==> src/design/nvbs_pkg.sv <==
/*
 nvbs_pkg: constants for the nonvolatile byte store control block.
 Assumes: one 10 MHz clock, synchronous active-high reset.
*/
package nvbs_pkg;
    localparam int          CTRL_W         = 8;
    localparam int          LOC_W          = 7;
    localparam int          BYTE_W         = 8;
    localparam logic [7:0]  CTRL_RESET     = 8'h00;
    localparam int          BIT_FETCH_GO   = 0;
    localparam int          BIT_FETCH_PERM = 1;
    localparam int          BIT_STORE_GO   = 2;
    localparam int          BIT_STORE_PERM = 3;
    localparam logic [3:0]  UPPER_ZERO     = 4'h0;
    localparam int          TICK_W         = 16;
    localparam logic [15:0] STORE_TICKS    = 16'h0020;
    localparam logic [15:0] TICK_ONE       = 16'h0001;
    localparam logic [15:0] TICK_ZERO      = 16'h0000;
    localparam int          TICK_DIV       = 10;
    localparam logic [3:0]  DIV_LAST       = 4'(TICK_DIV - 1);
    localparam logic [3:0]  DIV_ZERO       = 4'h0;
    localparam logic [3:0]  DIV_ONE        = 4'h1;

    typedef enum logic [1:0] {
        NVBS_IDLE  = 2'b00,
        NVBS_STORE = 2'b01,
        NVBS_FETCH = 2'b10
    } nvbs_state_t;
endpackage : nvbs_pkg

==> src/design/nvbs_tick_if.sv <==
/*
 nvbs_tick_if: carries the store timer's start, tick and done signals.
 Assumes: both ends on the same clock.
*/
`timescale 1ns/1ps
interface nvbs_tick_if;
    logic start;
    logic tick;
    logic done;
    modport timer (input start, output tick, output done);
    modport ctrl  (output start, input tick, input done);
endinterface : nvbs_tick_if

==> src/design/nvbs_ctrl.sv <==
/*
 nvbs_ctrl: control register and cycle sequencing for byte accesses
 to the nonvolatile store.
 Assumes: core writes/reads the control register with one-cycle strobes;
 the cell array answers fetches with fetch_ack and fetch_byte.
*/
// What this block does
// - Control bits 7 to 4 read zero and ignore writes.
// - Bit 3 store permit, read/write, resets to zero.
// - Writing 1 to bit 2 starts storing held byte at held location.
// - Bit 2 clears itself when the store completes; reads 1 meanwhile.
// - Bit 2 reading 0 means no store is pending.
// - Store launch ignored unless permit was already set.
// - Fetches blocked while fetch permit bit 1 is zero; resets zero.
// - Bit 0 starts a fetch; clears once the byte lands in data.
// - Fetch launch ignored unless fetch permit was already set.
// - Each store end sets a done flag held until software clears it.
`timescale 1ns/1ps
module nvbs_ctrl
    import nvbs_pkg::*;
#(
    parameter logic [15:0] STORE_LEN = STORE_TICKS
) (
    // clock and reset
    input  wire logic              clk,
    input  wire logic              srst,
    // control register access from the core
    input  wire logic              ctrl_wr,
    input  wire logic [CTRL_W-1:0] ctrl_wdata,
    output logic      [CTRL_W-1:0] nv_access_control,
    // held location and byte
    input  wire logic [LOC_W-1:0]  nv_location,
    input  wire logic [BYTE_W-1:0] nv_byte,
    input  wire logic              nv_byte_wr,
    output logic      [BYTE_W-1:0] nv_byte_q,
    // cell array side
    output logic                   cell_store,
    output logic                   cell_fetch,
    output logic      [LOC_W-1:0]  cell_loc,
    output logic      [BYTE_W-1:0] cell_wdata,
    input  wire logic              fetch_ack,
    input  wire logic [BYTE_W-1:0] fetch_byte,
    // completion flag
    input  wire logic              store_done_clr,
    output logic                   store_done
);
    nvbs_state_t state;
    logic        store_permit;
    logic        fetch_permit;
    logic        store_go;
    logic        fetch_go;
    logic        want_store;
    logic        want_fetch;

    nvbs_tick_if tif ();

    nvbs_store_timer #(
        .TICKS (STORE_LEN)
    ) u_timer (
        .clk  (clk),
        .srst (srst),
        .tif  (tif)
    );

    // permit must already be set before this write
    assign want_store = ctrl_wr && ctrl_wdata[BIT_STORE_GO]
                        && store_permit && state == NVBS_IDLE;
    assign want_fetch = ctrl_wr && ctrl_wdata[BIT_FETCH_GO]
                        && fetch_permit && state == NVBS_IDLE
                        && !want_store;
    assign tif.start  = want_store;

    always_ff @(posedge clk) begin
        if (srst) begin
            store_permit <= 1'b0;
            fetch_permit <= 1'b0;
        end else if (ctrl_wr) begin
            store_permit <= ctrl_wdata[BIT_STORE_PERM];
            fetch_permit <= ctrl_wdata[BIT_FETCH_PERM];
        end
    end

    always_ff @(posedge clk) begin
        if (srst) begin
            state <= NVBS_IDLE;
        end else begin
            case (state)
                NVBS_IDLE: begin
                    if (want_store) begin
                        state <= NVBS_STORE;
                    end else if (want_fetch) begin
                        state <= NVBS_FETCH;
                    end
                end
                NVBS_STORE: begin
                    if (tif.done) begin
                        state <= NVBS_IDLE;
                    end
                end
                NVBS_FETCH: begin
                    if (fetch_ack) begin
                        state <= NVBS_IDLE;
                    end
                end
                default: begin
                    state <= NVBS_IDLE;
                end
            endcase
        end
    end

    assign store_go = (state == NVBS_STORE);
    assign fetch_go = (state == NVBS_FETCH);

    // launch strobes and latched operands toward the cells
    always_ff @(posedge clk) begin
        if (srst) begin
            cell_store <= 1'b0;
            cell_fetch <= 1'b0;
            cell_loc   <= '0;
            cell_wdata <= '0;
        end else begin
            cell_store <= want_store;
            cell_fetch <= want_fetch;
            if (want_store || want_fetch) begin
                cell_loc   <= nv_location;
                cell_wdata <= nv_byte;
            end
        end
    end

    // data register: core writes, fetch result overwrites
    always_ff @(posedge clk) begin
        if (srst) begin
            nv_byte_q <= '0;
        end else if (fetch_go && fetch_ack) begin
            nv_byte_q <= fetch_byte;
        end else if (nv_byte_wr) begin
            nv_byte_q <= nv_byte;
        end
    end

    // set wins over clear
    always_ff @(posedge clk) begin
        if (srst) begin
            store_done <= 1'b0;
        end else if (store_go && tif.done) begin
            store_done <= 1'b1;
        end else if (store_done_clr) begin
            store_done <= 1'b0;
        end
    end

    assign nv_access_control = {UPPER_ZERO, store_permit, store_go,
                                fetch_permit, fetch_go};
endmodule : nvbs_ctrl

==> src/design/nvbs_store_timer.sv <==
/*
 nvbs_store_timer: counts store-cycle ticks from a clock divider.
 Assumes: start is a one-cycle pulse from the controller.
*/
`timescale 1ns/1ps
module nvbs_store_timer
    import nvbs_pkg::*;
#(
    parameter logic [15:0] TICKS = STORE_TICKS
) (
    // clock and reset
    input  wire logic     clk,
    input  wire logic     srst,
    // controller side
    nvbs_tick_if.timer    tif
);
    logic [3:0]        div;
    logic [TICK_W-1:0] left;
    logic              busy;

    // divider gives one-cycle tick enable
    always_ff @(posedge clk) begin
        if (srst || !busy || div == DIV_LAST) begin
            div <= DIV_ZERO;
        end else begin
            div <= div + DIV_ONE;
        end
    end
    assign tif.tick = busy && (div == DIV_LAST);

    always_ff @(posedge clk) begin
        if (srst) begin
            left <= TICK_ZERO;
            busy <= 1'b0;
        end else if (tif.start) begin
            left <= TICKS;
            busy <= 1'b1;
        end else if (tif.tick) begin
            left <= left - TICK_ONE;
            busy <= (left != TICK_ONE);
        end
    end
    assign tif.done = tif.tick && (left == TICK_ONE);
endmodule : nvbs_store_timer

==> config.mk <==
export PLATFORM = sky130hd
export DESIGN_NAME = nvbs_ctrl
export DESIGN_NICKNAME = d
export VERILOG_FILES = /design/src/design/nvbs_pkg.sv /design/src/design/nvbs_tick_if.sv /design/src/design/nvbs_ctrl.sv /design/src/design/nvbs_store_timer.sv
export SDC_FILE = /design/constraint.sdc
export NUM_CORES = 1
export LEC_CHECK = 0
export ABC_AREA = 1
export BUFFER_PORTS_ARGS = -buffer_cell sky130_fd_sc_hd__clkbuf_2
export CAP_MARGIN = 20
export CORE_MARGIN = 2
export CORE_UTILIZATION = 48
export CTS_CLUSTER_SIZE = 24
export DETAILED_ROUTE_END_ITERATION = 7
export GPL_ROUTABILITY_DRIVEN = 1
export PLACE_DENSITY = 0.83
export RECOVER_POWER = 50
export SLEW_MARGIN = 30
export SYNTH_ARGS = -nofsm -noshare
export SYNTH_HDL_FRONTEND = slang
export SYNTH_SLANG_ARGS = --single-unit
==> constraint.sdc <==
create_clock -name clk -period 2.6 [get_ports clk]
set_input_delay 0.26 -clock clk [delete_from_list [all_inputs] [get_ports clk]]
set_output_delay 0.26 -clock clk [all_outputs]
set_load 0.1 [all_outputs]
# Yosys cells after proc, flatten, opt, wreduce, memory -nomap -nowiden
# Index checks and enable logic that the tools add are counted.
# W data, S select, Z words.
[word_totals]
memories = 0
mem_bits_rw = 0
latchBits = 0
reg_bits = 51
mem_bits_ro = 0
[classes]
n_eq_ne = 8
n_addsub = 2
mul = 0
muxes = 13
order_cmp = 0
bitwise = 0
reduce_logical = 22
n_div = 0
shifts = 0
[ops]
columns = ["op", "n"]
rows = [
  ["$eq A16 B1 Y1 const B", 1],
  ["$mux W8", 2],
  ["$ne A16 B1 Y1 const B", 1],
  ["$sub A16 B1 Y16 const B", 1],
  ["$mux W6", 2],
  ["$logic_and A1 B1 Y1", 11],
  ["$mux W2", 4],
  ["$pmux W2 S3", 1],
  ["$reduce_bool A2 Y1", 3],
  ["$add A4 B1 Y4 const B", 1],
  ["$eq A4 B4 Y1 const B", 1],
  ["$mux W1", 4],
  ["$logic_or A1 B1 Y1", 3],
  ["$ne A3 B3 Y1 const B", 1],
  ["$reduce_and A3 Y1", 1],
  ["$eq A2 B1 Y1 const B", 1],
  ["$eq A2 B2 Y1 const B", 1],
  ["$logic_not A1 Y1", 2],
  ["$logic_not A2 Y1", 1],
  ["$ne A2 B1 Y1 const B", 1],
  ["$ne A2 B2 Y1 const B", 1],
  ["$reduce_or A2 Y1", 1],
]

# Logic depth before layout (Yosys ltp)
[depth]
depth_word = 8
ltp_mapped = 10
depth_no_buf = 10

# By module
# A second synthesis with hierarchy kept.
[unflattened]
hier_cells = 371
area_unflattened_um2 = 2517.4
[by_module_without_submodules]
columns = ["mod", "cells_per_inst", "area_per_inst_um2", "instances"]
rows = [
  ["nvbs_ctrl", 209, 1435.1, 1],
  ["nvbs_store_timer", 162, 1082.3, 1],
]

# Worst setup path after synthesis
# Ideal clock, no wire load.
[synth_timing]
kind = "flip-flop to flip-flop"
start = "reg nv_byte_q[5] (netlist name)"
end = "reg nv_byte_q[5]"
stages_incl_launch_ff = 3
setup_time_ps = 91
arrival_ps = 1278
path_slack_ps = 1231
cell_sequence = "dfxtp_1 -> nand2_1 -> a311oi_1"
[synth_lines]
columns = ["element", "line", "rtl"]
rows = [
  ["end signal: assignment", "nvbs_ctrl.sv:137", "nv_byte_q <= fetch_byte;"],
  ["end signal: assignment", "nvbs_ctrl.sv:139", "nv_byte_q <= nv_byte;"],
  ["end: declaration", "nvbs_ctrl.sv:35", "output logic [BYTE_W-1:0] nv_byte_q,"],
]

# Final worst setup path
[layout_timing]
start = "reg cell_wdata[4]"
end = "out cell_wdata[4]"
[layout_lines]
columns = ["element", "line", "rtl"]
rows = [
  ["start: declaration", "nvbs_ctrl.sv:40", "output logic [BYTE_W-1:0] cell_wdata,"],
  ["start signal: assignment", "nvbs_ctrl.sv:127", "cell_wdata <= nv_byte;"],
]
# No word-level cell between the ends.

==> impl_metrics.yaml <==
yosys:
  syn_area_per_cell_sq_um: 7.30
  synth_flop_cell: "dfxtp_1"
  syn-instance-count: 318
  synth_cell_type_count: 31
  ys.warnings.count: 0
  synth-edff-count: 0
  async_flop_share: 0
  yosysSeqAreaShare: 0.440
  synth_area_sq_um: 2320
  ys_ff_latch: 51
clock_network:
  cts_num_sinks: 51
  holdBufCountCts: 0
  cts_buffers: 5
  clockRootBuffer: "clkbuf_8"
  clk_pin_slew_ns: 0.10
  h-tree-depth: 2
  ctsResizeCount: 0
  clk_latency_ns: 0.31
  cts_tree: "yes"
  clk_path_buf_depth: 2
  cts_setup_buffers: 0
placed_design:
  routabilityCongestion: 0.849
  dp_hpwl_microns: 3560
  port_buffers: 62
global_route:
  top_usage_layer: "met2"
  grt_util_all_layers: 0.192
  antenna_found_initial: 0
  grt_pass1_vias: 1923
  grt_use_met1: 0.229
  grt_max_degree: 19
  grt_pass1_wl_microns: 8090
  grt-ovfl-total: 0
  grt_use_met3: 0.0480
  use_met2: 0.333
die:
  die-area_sq_um: 5410
  fp.coreArea_sq_um: 4690
  dieWidth_microns: 73.6
  start_util: 0.495
  die_h_microns: 73.6
  io_pins: 71
  row_count: 25
setup_path:
  worstSetupStartpoint: "cell_wdata[4]$_SDFFE_PP0P_"
  critical_path_class: "reg -> out"
  slowest_delay_ns: 0.88
  cp.required_ns: 2.34
  crit_path_end_kind: "output pin"
  path_cells: "clkbuf_1"
  critPathBufInv: 1
  cp.arrival_ns: 1.53
  cp_top_family: "buffers and inverters"
  startpoint_type: "flop"
  regToRegStartpoint: "u_timer.div[0]$_SDFF_PP0_"
  critPathMaxFanout: 2
  crit_slowest_cell: "clkbuf_1"
sta:
  rsz0062_at_grt: "false"
  setup-tns-final_ns: 0
  final.min_clock_period_ns: 1.79
  setup_viol: 0
  clock-skew-final_ns: 0.0123
  fin_crit_sh: 0.689
  finalMaxSlewViolations: 0
  worst_slew_margin_rel: 0.206
  hold_viol_final: 0
  tightest_slew_ns: 1.20
  fmax_ghz: 0.558
job:
  cap_viol_max_count: 0
route:
  drt_wl_total_microns: 4820
  drt_iter0_drc: 168
  dr_total_vias: 2131
  first_pass_iters: 4
  drc: 0
  wl_per_cell_microns: 11.3
  viasPerCell: 4.98
  antenna_left: 0
power_and_ir_drop:
  report.power.total_mw: 1.71
  cellPowerDensity_nw_per_um2: 643
  vdd_drop_max_v: 0.000258
  leakagePower_nw: 1.17
layout:
  nets: 415
  fillers: 464
  drive_gt1_frac: 0.163
  area_delta_synth_final_pct: 14.4
  diodes: 0
  final_core_util: 0.566
outcome:
  status: "complete, no violations"
hold_path:
  min_from: "ctrl_wdata[3]"
  hold_path_class: "in -> reg"
-- routing by layer --
metal	part of all wire	wire length [microns]
met5	0	0
met3	0.050	241
met2	0.48	2340
met1	0.45	2190
met4	0.012	58
-- cell usage after synthesis, types with 4 or more instances --
library cell / count / area (sq um)
nor2_1: 73 / 274
nand2_1: 58 / 218
dfxtp_1: 51 / 1020
inv_1: 28 / 105
o21ai_0: 20 / 100
a21oi_1: 14 / 70.1
buf_4: 10 / 75.1
nand3_1: 10 / 50.1
a311oi_1: 8 / 70.1
nand4_1: 6 / 37.5
nor2_2: 5 / 31.3
nor2_4: 5 / 56.3
ha_1: 4 / 50.1
-- metrics by stage --
| stage | hold slack, ns | instance area [sq um] | std cells | setup WS, ns |
|---|---|---|---|---|
| finish | 0.173 | 2660 | 428 | 0.809 |
| global placement | 0.449 | 2600 | 421 | 1.06 |
| global route | 0.181 | 2660 | 428 | 0.766 |
| CTS | 0.168 | 2700 | 428 | 0.835 |
| floorplan | 0.395 | 2330 | 321 | 1.23 |
| detailed placement | 0.464 | 2600 | 421 | 0.991 |
-- sequential cells by signal, summed over array words and instances, names as in the netlist --
register,cells
state,2
u_timer.left,16
nv_byte_q,8
store_permit,1
fetch_permit,1
u_timer.div,4
cell_fetch,1
cell_wdata,8
cell_loc,7
u_timer.busy,1
store_done,1
cell_store,1
-- kinds of logic after synthesis --
group                      synth area share
AOI/OAI and AO/OA                     0.116
xor gates and xnor gates            0.00754
adders and majority gates            0.0216
buffers and inverters                 0.102
DFF                                   0.440
other                               0.00161
and+or+nand+nor                       0.311
-- worst reg2reg max path, delay by kind of cell (launching register included) --
kind / cells / cell delay (ns)
DFF: 1 / 0.40
adders and majority gates: 1 / 0.20
and+or+nand+nor: 7 / 0.94
-- area by class of cell --
class | instances | area (sq um) | share of cell area
repair buffers | 62 | 284 | 0.107
inverters | 32 | 123 | 0.0461
clock inverters | 2 | 37.5 | 0.0141
flip-flops and latches | 51 | 1020 | 0.384
clock buffers | 5 | 68.8 | 0.0259
well taps | 54 | 67.6 | 0.0254
multi-input cells | 222 | 1060 | 0.397
-- power breakdown --
group	leakage [nW]	switching [mW]	total, mW	internal (mW)
Sequential	0.415	0.0139	0.822	0.808
Clock	0.0502	0.260	0.541	0.281
Combinational	0.702	0.288	0.344	0.0561
-- cells in the final DEF, fill, tap and decap left out --
cell and count:
a21oi_1 14, a311oi_1 8, a31oi_1 2, and3_1 1, bufinv_16 1, clkbuf_1 21
clkbuf_2 41, clkbuf_8 5, clkinvlp_4 1, conb_1 4, dfxtp_1 51, ha_1 4
inv_1 30, inv_2 1, inv_4 1, nand2_1 58, nand2_2 1, nand3_1 11
nand3_2 1, nand4_1 6, nor2_1 75, nor2_2 5, nor2_4 3, nor3_1 2
nor3b_1 1, o21ai_0 20, o21ai_1 2, o21bai_1 1, or2_2 1, xnor2_1 1
xor2_1 1
-- final timing paths --
| kind | to | slack (ns) | cells after the start |
|---|---|---|---|
| setup reg to reg | u_timer.left[14]$_SDFFE_PP0P_ | 0.93 | 8 |
| hold reg to reg | store_done$_SDFFE_PP0P_ | 0.47 | 2 |
| setup / recovery | cell_wdata[4] | 0.81 | 1 |
| hold / removal | store_permit$_SDFFE_PP0P_ | 0.17 | 3 |
(Power assumes the default switching activity.)
